**src/inc/bwhp_consts.svh**
```systemverilog
// constants of the byte-wide codec host port
// Function
// - request capture while a sample waits
// - hold capture request until all bytes read
// - playback request until whole sample written
// - capture acknowledge read returns sample bytes
// - playback acknowledge write stores sample byte
// - register select picks the direct register
// - read strobe starts register or capture read
// - write strobe starts register or playback write
// - register cycles need chip select low
// - dma cycles ignore chip select
// - drive data bus only during reads
// - buffer enable low during qualified strobes
// - buffer direction low during qualified reads
// - interrupt on dma count underflow
// - external controls mirror register bits
// - power down shuts the port down
// - crystal select only mirrored to crystal b active flag
`ifndef BWHP_CONSTS_SVH
`define BWHP_CONSTS_SVH
`define BWHP_BYTE_W 8
`define BWHP_SEL_W 2
`define BWHP_EXT_W 2
`define BWHP_SAMPLE_W 32
`define BWHP_SAMPLE_BYTES 4
`define BWHP_BIDX_W 2
`define BWHP_BIDX_LAST 2'h3
`define BWHP_BIDX_ONE 2'h1
`define BWHP_BIDX_ZERO 2'h0
`define BWHP_FIFO_DEPTH 32
`define BWHP_BYTE_ZERO 8'h00
`define BWHP_SAMPLE_ZERO 32'h0000_0000
`define BWHP_EXT_ZERO 2'h0
`define BWHP_SEL_ZERO 2'h0
`define BWHP_CRYSTAL_A_HZ 24576000
`define BWHP_CRYSTAL_B_HZ 16934400
`define BWHP_CLOCK_HZ 125000000
`endif

```
**src/inc/bwhp_pkg.sv**
```systemverilog
// types of the byte-wide codec host port
package bwhp_pkg;
  // host pins as sampled together
  typedef struct packed {
    logic cs_n;
    logic rd_n;
    logic wr_n;
    logic capture_ack_n;
    logic playback_ack_n;
    logic [1:0] register_select;
    logic [7:0] data;
  } bwhp_pins_t;

  typedef enum logic [2:0] {
    CYC_IDLE = 3'b000,
    CYC_REG_RD = 3'b001,
    CYC_REG_WR = 3'b010,
    CYC_CAP_RD = 3'b011,
    CYC_PLAY_WR = 3'b100
  } bwhp_cycle_t;
endpackage : bwhp_pkg

```
**src/hdl/bwhp_host_port.sv**
```systemverilog
// host port logic and its capture fifo
`timescale 1ns/10ps
`include "bwhp_consts.svh"

module bwhp_fifo #(
  parameter int WIDTH = `BWHP_SAMPLE_W,
  parameter int DEPTH = `BWHP_FIFO_DEPTH
) (
  input wire logic clock,
  input wire logic rst_b,
  input wire logic in_valid,
  output logic in_ready,
  input wire logic [WIDTH-1:0] in_data,
  output logic out_valid,
  input wire logic out_ready,
  output logic [WIDTH-1:0] out_data
);
  localparam int AW = $clog2(DEPTH);
  localparam logic [AW:0] DEPTH_C = (AW+1)'(DEPTH);
  localparam logic [AW:0] ONE_C = (AW+1)'(1);
  logic [WIDTH-1:0] mem_q [DEPTH];
  logic [AW-1:0] wr_ptr_q;
  logic [AW-1:0] rd_ptr_q;
  logic [AW:0] count_q;
  logic [AW:0] count_d;
  logic push;
  logic pop;

  assign push = in_valid && in_ready;
  assign pop = out_valid && out_ready;
  assign out_data = mem_q[rd_ptr_q];

  always_comb
  begin
    count_d = count_q;
    if (push && !pop)
    begin
      count_d = count_q + ONE_C;
    end
    else if (pop && !push)
    begin
      count_d = count_q - ONE_C;
    end
  end

  always_ff @(posedge clock)
  begin
    if (!rst_b)
    begin
      wr_ptr_q <= '0;
      rd_ptr_q <= '0;
      count_q <= '0;
      in_ready <= 1'b0;
      out_valid <= 1'b0;
    end
    else
    begin
      if (push)
      begin
        wr_ptr_q <= AW'(wr_ptr_q + AW'(1));
      end
      if (pop)
      begin
        rd_ptr_q <= AW'(rd_ptr_q + AW'(1));
      end
      count_q <= count_d;
      in_ready <= (count_d != DEPTH_C);
      out_valid <= (count_d != '0);
    end
  end

  always_ff @(posedge clock)
  begin
    if (push)
    begin
      mem_q[wr_ptr_q] <= in_data;
    end
  end
endmodule : bwhp_fifo

module bwhp_host_port (
  input wire logic clock,
  input wire logic rst_b,
  input wire logic power_down_n,
  input wire logic crystal_select,
  output logic crystal_b_active,
  input wire logic cs_n,
  input wire logic rd_n,
  input wire logic wr_n,
  input wire logic [`BWHP_SEL_W-1:0] register_select,
  input wire logic capture_ack_n,
  input wire logic playback_ack_n,
  input wire logic [`BWHP_BYTE_W-1:0] data_in,
  output logic [`BWHP_BYTE_W-1:0] data_out,
  output logic data_oe,
  output logic capture_request,
  output logic playback_request,
  output logic buffer_enable_n,
  output logic buffer_direction,
  output logic host_interrupt,
  output logic [`BWHP_EXT_W-1:0] external_control_out,
  input wire logic [`BWHP_EXT_W-1:0] ext_control_bits,
  input wire logic dma_underflow,
  input wire logic int_clear,
  input wire logic cap_valid,
  output logic cap_ready,
  input wire logic [`BWHP_SAMPLE_W-1:0] cap_data,
  output logic play_valid,
  input wire logic play_ready,
  output logic [`BWHP_SAMPLE_W-1:0] play_data,
  output logic reg_read,
  output logic reg_write,
  output logic [`BWHP_SEL_W-1:0] reg_index,
  output logic [`BWHP_BYTE_W-1:0] reg_wdata,
  input wire logic [`BWHP_BYTE_W-1:0] reg_rdata
);
  localparam int PIN_W = $bits(bwhp_pkg::bwhp_pins_t);

  bwhp_pkg::bwhp_pins_t pins_raw;
  logic [PIN_W-1:0] pin_s1_q;
  logic [PIN_W-1:0] pin_s2_q;
  bwhp_pkg::bwhp_pins_t cur;
  bwhp_pkg::bwhp_pins_t prev_q;
  bwhp_pkg::bwhp_cycle_t cyc_q;
  bwhp_pkg::bwhp_cycle_t cyc_now;
  logic live_b;
  logic start;
  logic finish;
  logic rd_pend_q;
  logic [`BWHP_BIDX_W-1:0] cap_idx_q;
  logic [`BWHP_BIDX_W-1:0] play_idx_q;
  logic fifo_valid;
  logic fifo_pop;
  logic [`BWHP_SAMPLE_W-1:0] fifo_data;

  // decode of a strobe cycle from sampled pins
  function automatic bwhp_pkg::bwhp_cycle_t cycle_of(input bwhp_pkg::bwhp_pins_t p);
    if (!p.rd_n && !p.capture_ack_n)
    begin
      cycle_of = bwhp_pkg::CYC_CAP_RD;
    end
    else if (!p.wr_n && !p.playback_ack_n)
    begin
      cycle_of = bwhp_pkg::CYC_PLAY_WR;
    end
    else if (!p.rd_n && !p.cs_n)
    begin
      cycle_of = bwhp_pkg::CYC_REG_RD;
    end
    else if (!p.wr_n && !p.cs_n)
    begin
      cycle_of = bwhp_pkg::CYC_REG_WR;
    end
    else
    begin
      cycle_of = bwhp_pkg::CYC_IDLE;
    end
  endfunction : cycle_of

  // power down acts as a held reset of the whole port
  assign live_b = rst_b && power_down_n;

  assign pins_raw = '{cs_n: cs_n, rd_n: rd_n, wr_n: wr_n, capture_ack_n: capture_ack_n,
                      playback_ack_n: playback_ack_n, register_select: register_select, data: data_in};

  // two-stage synchroniser per pin bit
  genvar gi;
  generate
    for (gi = 0; gi < PIN_W; gi++)
    begin : g_sync
      always_ff @(posedge clock)
      begin
        if (!live_b)
        begin
          pin_s1_q[gi] <= 1'b1;
          pin_s2_q[gi] <= 1'b1;
        end
        else
        begin
          pin_s1_q[gi] <= pins_raw[gi];
          pin_s2_q[gi] <= pin_s1_q[gi];
        end
      end
    end
  endgenerate

  assign cur = bwhp_pkg::bwhp_pins_t'(pin_s2_q);
  assign cyc_now = cycle_of(cur);
  assign start = (cyc_q == bwhp_pkg::CYC_IDLE) && (cyc_now != bwhp_pkg::CYC_IDLE) && prev_q.rd_n && prev_q.wr_n;
  assign finish = (cyc_q != bwhp_pkg::CYC_IDLE) && cur.rd_n && cur.wr_n;

  // cycle tracker
  always_ff @(posedge clock)
  begin
    if (!live_b)
    begin
      prev_q <= '1;
      cyc_q <= bwhp_pkg::CYC_IDLE;
    end
    else
    begin
      prev_q <= cur;
      if (start)
      begin
        cyc_q <= cyc_now;
      end
      else if (finish)
      begin
        cyc_q <= bwhp_pkg::CYC_IDLE;
      end
    end
  end

  // transceiver controls
  always_ff @(posedge clock)
  begin
    if (!live_b)
    begin
      buffer_enable_n <= 1'b1;
      buffer_direction <= 1'b1;
    end
    else
    begin
      buffer_enable_n <= !((!cur.rd_n || !cur.wr_n) &&
                           (!cur.cs_n || !cur.capture_ack_n || !cur.playback_ack_n));
      buffer_direction <= !(!cur.rd_n && (!cur.cs_n || !cur.capture_ack_n || !cur.playback_ack_n));
    end
  end

  // read data path and bus drive
  always_ff @(posedge clock)
  begin
    if (!live_b)
    begin
      data_out <= `BWHP_BYTE_ZERO;
      data_oe <= 1'b0;
      rd_pend_q <= 1'b0;
    end
    else
    begin
      rd_pend_q <= start && (cyc_now == bwhp_pkg::CYC_REG_RD);
      if (finish)
      begin
        data_oe <= 1'b0;
      end
      else if (rd_pend_q)
      begin
        data_out <= reg_rdata;
        data_oe <= 1'b1;
      end
      else if (start && (cyc_now == bwhp_pkg::CYC_CAP_RD))
      begin
        data_out <= fifo_valid ? fifo_data[cap_idx_q*`BWHP_BYTE_W +: `BWHP_BYTE_W] : `BWHP_BYTE_ZERO;
        data_oe <= 1'b1;
      end
    end
  end

  // programmed register strobes
  always_ff @(posedge clock)
  begin
    if (!live_b)
    begin
      reg_read <= 1'b0;
      reg_write <= 1'b0;
      reg_index <= `BWHP_SEL_ZERO;
      reg_wdata <= `BWHP_BYTE_ZERO;
    end
    else
    begin
      reg_read <= start && (cyc_now == bwhp_pkg::CYC_REG_RD);
      reg_write <= finish && (cyc_q == bwhp_pkg::CYC_REG_WR);
      if (start)
      begin
        reg_index <= cur.register_select;
      end
      if (finish && (cyc_q == bwhp_pkg::CYC_REG_WR))
      begin
        reg_wdata <= prev_q.data;
      end
    end
  end

  // capture byte sequencing
  assign fifo_pop = finish && (cyc_q == bwhp_pkg::CYC_CAP_RD) && fifo_valid && (cap_idx_q == `BWHP_BIDX_LAST);

  always_ff @(posedge clock)
  begin
    if (!live_b)
    begin
      cap_idx_q <= `BWHP_BIDX_ZERO;
      capture_request <= 1'b0;
    end
    else
    begin
      if (finish && (cyc_q == bwhp_pkg::CYC_CAP_RD) && fifo_valid)
      begin
        cap_idx_q <= `BWHP_BIDX_W'(cap_idx_q + `BWHP_BIDX_ONE);
      end
      capture_request <= fifo_valid && !fifo_pop;
    end
  end

  bwhp_fifo #(
    .WIDTH(`BWHP_SAMPLE_W),
    .DEPTH(`BWHP_FIFO_DEPTH)
  ) u_cap_fifo (
    .clock(clock),
    .rst_b(live_b),
    .in_valid(cap_valid),
    .in_ready(cap_ready),
    .in_data(cap_data),
    .out_valid(fifo_valid),
    .out_ready(fifo_pop),
    .out_data(fifo_data)
  );

  // playback byte assembly
  always_ff @(posedge clock)
  begin
    if (!live_b)
    begin
      play_idx_q <= `BWHP_BIDX_ZERO;
      play_data <= `BWHP_SAMPLE_ZERO;
      play_valid <= 1'b0;
      playback_request <= 1'b0;
    end
    else
    begin
      if (finish && (cyc_q == bwhp_pkg::CYC_PLAY_WR) && !play_valid)
      begin
        play_data[play_idx_q*`BWHP_BYTE_W +: `BWHP_BYTE_W] <= prev_q.data;
        play_idx_q <= `BWHP_BIDX_W'(play_idx_q + `BWHP_BIDX_ONE);
        if (play_idx_q == `BWHP_BIDX_LAST)
        begin
          play_valid <= 1'b1;
        end
      end
      else if (play_valid && play_ready)
      begin
        play_valid <= 1'b0;
      end
      playback_request <= !play_valid &&
        !(finish && (cyc_q == bwhp_pkg::CYC_PLAY_WR) && (play_idx_q == `BWHP_BIDX_LAST));
    end
  end

  // interrupt, external controls, clock source
  always_ff @(posedge clock)
  begin
    if (!live_b)
    begin
      host_interrupt <= 1'b0;
      external_control_out <= `BWHP_EXT_ZERO;
      crystal_b_active <= 1'b0;
    end
    else
    begin
      if (dma_underflow)
      begin
        host_interrupt <= 1'b1;
      end
      else if (int_clear)
      begin
        host_interrupt <= 1'b0;
      end
      external_control_out <= ext_control_bits;
      crystal_b_active <= crystal_select;
    end
  end
endmodule : bwhp_host_port

```
**config.mk**
```make
export PLATFORM = sky130hd
export DESIGN_NAME = bwhp_host_port
export DESIGN_NICKNAME = d
export VERILOG_FILES = /design/src/inc/bwhp_pkg.sv /design/src/hdl/bwhp_host_port.sv
export VERILOG_INCLUDE_DIRS = /design/src /design/src/inc
export SDC_FILE = /design/constraint.sdc
export NUM_CORES = 1
export LEC_CHECK = 0
export BUFFER_PORTS_ARGS = -buffer_cell sky130_fd_sc_hd__buf_2
export CAP_MARGIN = 20
export CORE_AREA = 4 4 317 319
export DETAILED_ROUTE_END_ITERATION = 10
export DIE_AREA = 0 0 321 323
export GPL_TIMING_DRIVEN = 0
export PLACE_DENSITY = 0.67
export SYNTH_ARGS = -nofsm -noshare
export SYNTH_HDL_FRONTEND = slang
export SYNTH_SLANG_ARGS = --single-unit
```
**constraint.sdc**
```tcl
create_clock -name clock -period 4.8 [get_ports clock]
set_clock_uncertainty 0.2 [all_clocks]
set_input_delay 0.72 -clock clock [delete_from_list [all_inputs] [get_ports clock]]
set_output_delay 0.72 -clock clock [all_outputs]
set_load 0.01 [all_outputs]
```
Yosys cells after proc, flatten, opt, wreduce, memory -nomap -nowiden:

Memories as Yosys holds them, arrays and structs flattened. A register that Yosys moved wholly into a read port is not among the register bits.
Cells that the tools add are included.
W data, S select, Z words.

* output and inout port bits: 63
* memories kept: 1
* input bits: 65
* memory bits (writable): 1024
* flip-flop bits (word level): 127

Memory list
* u_cap_fifo.mem_q: depth 32, bits a word 32, read ports 1, clocked after Yosys merged registers in 1, write ports 1, line bwhp_host_port.sv:21 `logic [WIDTH-1:0] mem_q [DEPTH];`

* shift-type cells: 3
* multiplexer cells: 23
* add/sub/neg operators: 7
* bitwise logic cells: 2
* equality and inequality tests: 9
* reduce and logical (&&, ||, !) cells: 54

Operator list (number)
* $neg A5 Y34: 1
* $shift A8 B34 Y32 const A: 1
* $shiftx A8 B34 Y32: 1
* $bwmux W32: 1
* $shiftx A32 B6 Y8: 1
* $logic_and A1 B1 Y1: 28
* $mux W8: 3
* $logic_not A1 Y1: 12
* $mux W3: 4
* $mux W6: 2
* $add A5 B1 Y5 const B: 2
* $mux W5: 2
* $eq A3 B2 Y1 const B: 3
* $mux W1: 9
* $reduce_bool A2 Y1: 4
* $add A6 B1 Y6 const B: 1
* $ne A6 B6 Y1 const B: 1
* $reduce_bool A3 Y1: 2
* $reduce_bool A6 Y1: 1
* $sub A6 B1 Y6 const B: 1
* $add A2 B1 Y2 const B: 2
* $eq A2 B2 Y1 const B: 2
* $mux W2: 2
* $reduce_and A2 Y1: 2
* 7 further kinds: 10

Depth between registers and ports, before layout:

* word-level depth: 13
* mapped depth: 9
* depth with buffers taken out: 7

Hierarchy:

From an unflattened synthesis, not the netlist that was laid out.

* cell total of the unflattened synthesis: 2327
* area total of the unflattened synthesis: 44496.4 um^2

Modules (own cells, without submodules)
* bwhp_fifo: cells an instance 1943, area an instance 40506.3 um^2, sequential area each 31209.9 um^2, instances 1
* bwhp_host_port: cells an instance 384, area an instance 3990.1 um^2, sequential area each 2182.1 um^2, instances 1

Least setup slack after synthesis:

No wires, ideal clock.

* path kind: input to register
* start: in cap_valid
* end: mem u_cap_fifo.mem_q[15][0] (netlist name) (enable)
* slack: 1408 ps
* library setup time: 422 ps
* arrival: 2769 ps
* cell stages on the path: 4
* data required time: 4178 ps
* cells stage by stage: and2_1 > clkbuf_1 > nand2_1 > nor2_1

* word-level cells in the longest chain between the ends: 3

RTL lines
* from (decl): line bwhp_host_port.sv:105 `input wire logic cap_valid,`
* $logic_and A1 B1 Y1: line bwhp_host_port.sv:29 `assign push = in_valid && in_ready;`
* $mux W1: line bwhp_host_port.sv:74 `if (push)`
* $mux W1 (not written as such): line bwhp_host_port.sv:76 `mem_q[wr_ptr_q] <= in_data;`
* to (decl): line bwhp_host_port.sv:21

Every way passes these cells.

==> qor.csv <==
stage;metric;value;unit
logic_synthesis;syn-instance-count;2172;
critical_path;path_cells;buf_2 > clkbuf_1 > buf_2 > mux4_2 > a22oi_1 > a21oi_1 > o41ai_1 > a21oi_1;
route;drc;0;
logic_synthesis;avgSynthCellArea;20.1;sq um
critical_path;slowest_delay;1010;ps
clock_network;clock-root-buffer;clkbuf_16;
final_layout;drive_above_1_share;26.8;%
critical_path;worstSetupPathType;reg2reg;
critical_path;startpoint_type;flop;
global_routing;track_usage;21.4;%
clock_network;numClockSinks;1156;
placement;pre_cts_ws;502;ps
floorplanning;row_count;115;
final_layout;diodes;0;
hold_path;holdCritPathClass;in2reg;
clock_network;htreeDepth;3;
sta;slew_viol_final;0;
route;vias;23100;
placement;port_buffers;127;
logic_synthesis;yosysWarnings;0;
route;route.met3.wl;10.3;mm
global_routing;antenna_found_initial;2;
clock_network;cts_tree;yes;
global_routing;grt.overflow.total;0;
floorplanning;dieWidth;321;um
floorplanning;die_h;323;um
critical_path;worstPathRequired;5130;ps
critical_path;cpMaxStageDelayCell;o41ai_1;
sta;min_period_over_period;89.8;%
clock_network;cts_setup_buffers;0;
power;p_int;16000;uW
global_routing;grt_pass1_wl;161;mm
floorplanning;fp.coreArea;0.0978;sq mm
final_layout;area_growth;16.2;%
sta;worst_pin_slew;1190;ps
final_layout;layout_commonest_cell;edfxtp_1;
final_layout;mostFrequentLayoutCells;edfxtp_1 (1,024), mux4_2 (260), buf_2 (176), dfxtp_1 (132), clkbuf_16 (117);
route;ant_nets;0;
power;p_per_area;395;mW/mm^2
critical_path;crit_family;compound AO/OA/AOI/OAI gates;
logic_synthesis;ys_ff_latch;1156;
power;power.leakage;0.0158;uW
sta;period_needed;4310;ps
hold_path;min_from;data_in[4];
final_layout;nets;2546;
route;top_layer;met4;
power;clkPwrFrac;43.9;%
power;p_seq_share;54.9;%
sta;hold_slack;35.4;ps
route;drt_first_pass_iters;8;
logic_synthesis;synth.yosys.seq_area_share;76.6;%
sta;rsz0062_at_grt;false;
route;drt_iter0_drc;2825;
sta;max-slew-margin-rel;20.2;%
sta;setup_violations;0;
sta;max_freq;0.232;GHz
critical_path;critPathCaptureType;flop;
placement;dp_cells;3623;
power;irDropWorstVdd;0.000306;V
final_layout;design_area;0.0506;sq mm
placement;dpl.hpwl;73.2;mm
critical_path;cp_max_fo;10;
clock_network;insertion_delay;700;ps
route;wl;112;mm
power;combPwrFrac;1.2;%
placement;placed_cell_area;0.0468;sq mm
final_layout;stdcell_count;3850;
placement;place_congestion;0.895;
logic_synthesis;synth_edf_count;1024;
sta;hold_viol;0;
critical_path;path_buf_inv;3;
global_routing;grt_max_degree;33;
logic_synthesis;syn_area;0.0436;sq mm
logic_synthesis;synth.distinct_cells;49;
floorplanning;start_util;44.5;%
global_routing;grt_pass1_vias;23300;
power;p_sw;3930;uW
clock_network;clkSlewWorstSetupHoldPaths;60;ps
outcome;status;completed;
route;dr_wl_met2;54.3;mm
clock_network;clockBufferDepth;3;
logic_synthesis;synth_nets;2251;
floorplanning;dieArea;0.104;sq mm
job;cap_violations;0;
route;wl_met1;43.5;mm
clock_network;cts_resized;0;
critical_path;cp.arrival;4640;ps
power;sw_frac_of_total;19.7;%
route;avgRoutedWirePerCell;29.0;um
logic_synthesis;yosys_most_used_dff;edfxtp_1;
route;drt-vias-per-instance;6.00;
logic_synthesis;async_reset_ff_share;0;%
clock_network;cts_buffers;114;
floorplanning;pin_count;128;
sta;setup_ws;488;ps
## per-stage QoR
step,TNS [ps],util [%],total power [uW]
5_1_grt,0,51.7,20500
3_5_place_dp,0,47.8,11400
6_report,0,51.7,20000
2_1_floorplan,0,-,11200
4_1_cts,0,51.7,20100
3_3_place_gp,-649260,46.8,11400
## area by class of cell
type,instances,area (sq um)
Tap cell,1287,1610
Timing Repair Buffer,179,1510
Multi-Input combinational cell,893,9860
Sequential cell,1156,33400
Clock inverter,61,568
Buffer,111,518
Clock buffer,151,3110
Fill cell,7661,47200
Inverter,12,45.0
## final timing paths
kind         cells past startpoint                        to  slack (ps)
max                              8  data_out[0]$_SDFFE_PN0P_         490
min reg2reg                      1      prev_q[0]$_SDFF_PN1_         200
max reg2reg                      8  data_out[0]$_SDFFE_PN0P_         490
min                              2    pin_s1_q[4]$_SDFF_PN1_          40
## metal layers
layer	GRT usage [%]	vias to the layer above
met3	4.91	217
met4	6.59	0
met5	0	-
met2	35.4	1259
li1	-	9533
met1	28.7	12100
## power groups by stage
| stage | sequential (uW) | combinational (uW) | clock, uW |
|---|---|---|---|
| after floorplan | 11200 | 48.4 | 0 |
| after global placement | 11200 | 216 | 0 |
| after detailed placement | 11200 | 239 | 0 |
| after CTS | 11000 | 246 | 8880 |
| after global routing | 11000 | 267 | 9310 |
| final | 11000 | 247 | 8760 |
## cells by family after synthesis
group,synth area share [%]
xor gates and xnor gates,0.302
muxes,13.9
buffers and inverters,1.29
DFF,76.6
AOI/OAI and AO/OA,3.77
adders and majority gates,0.402
and+or+nand+nor,3.73
## Yosys cell counts (2+ instances only)
cell | count | area share (%)
a211oi_1 | 4 | 0.069
a21oi_1 | 96 | 1.1
a22oi_1 | 106 | 1.8
a31oi_1 | 6 | 0.086
a32o_1 | 2 | 0.046
a32oi_1 | 2 | 0.040
and2_1 | 11 | 0.16
and3_1 | 9 | 0.13
buf_1 | 3 | 0.026
buf_2 | 44 | 0.51
buf_4 | 6 | 0.10
buf_6 | 3 | 0.078
clkbuf_1 | 54 | 0.47
dfxtp_1 | 132 | 6.1
edfxtp_1 | 1024 | 71
ha_1 | 14 | 0.40
inv_1 | 11 | 0.095
mux2i_1 | 18 | 0.41
mux4_2 | 260 | 13
nand2_1 | 69 | 0.59
nand2b_1 | 44 | 0.63
nand3_1 | 44 | 0.51
nand3b_1 | 4 | 0.069
nand4_1 | 13 | 0.19
nor2_1 | 87 | 0.75
nor2b_1 | 9 | 0.13
nor3_1 | 7 | 0.080
nor3b_1 | 6 | 0.10
nor4_1 | 7 | 0.10
o21ai_0 | 30 | 0.34
o41ai_1 | 9 | 0.18
or2_2 | 3 | 0.043
or3_1 | 3 | 0.043
or4_1 | 4 | 0.069
xnor2_1 | 9 | 0.18
xor2_1 | 6 | 0.12
## sequential cells by signal, indices dropped and copies added (netlist names), 2 cells and up, named ones only
register	count
cap_idx_q	2
cur	15
cyc_q	3
data_out	8
external_control_out	2
pin_s1_q	15
play_data	32
play_idx_q	2
prev_q	10
reg_index	2
reg_wdata	8
u_cap_fifo.count_q	6
u_cap_fifo.mem_q	1024
u_cap_fifo.rd_ptr_q	5
u_cap_fifo.wr_ptr_q	5
## repair_timing
action | CTS | global route
hold buffers | 12 | 0
endpoints found under the hold margin | 12 | 0
setup endpoints to repair | 0 | 0
Note: power is estimated with default switching activity, not from simulation.
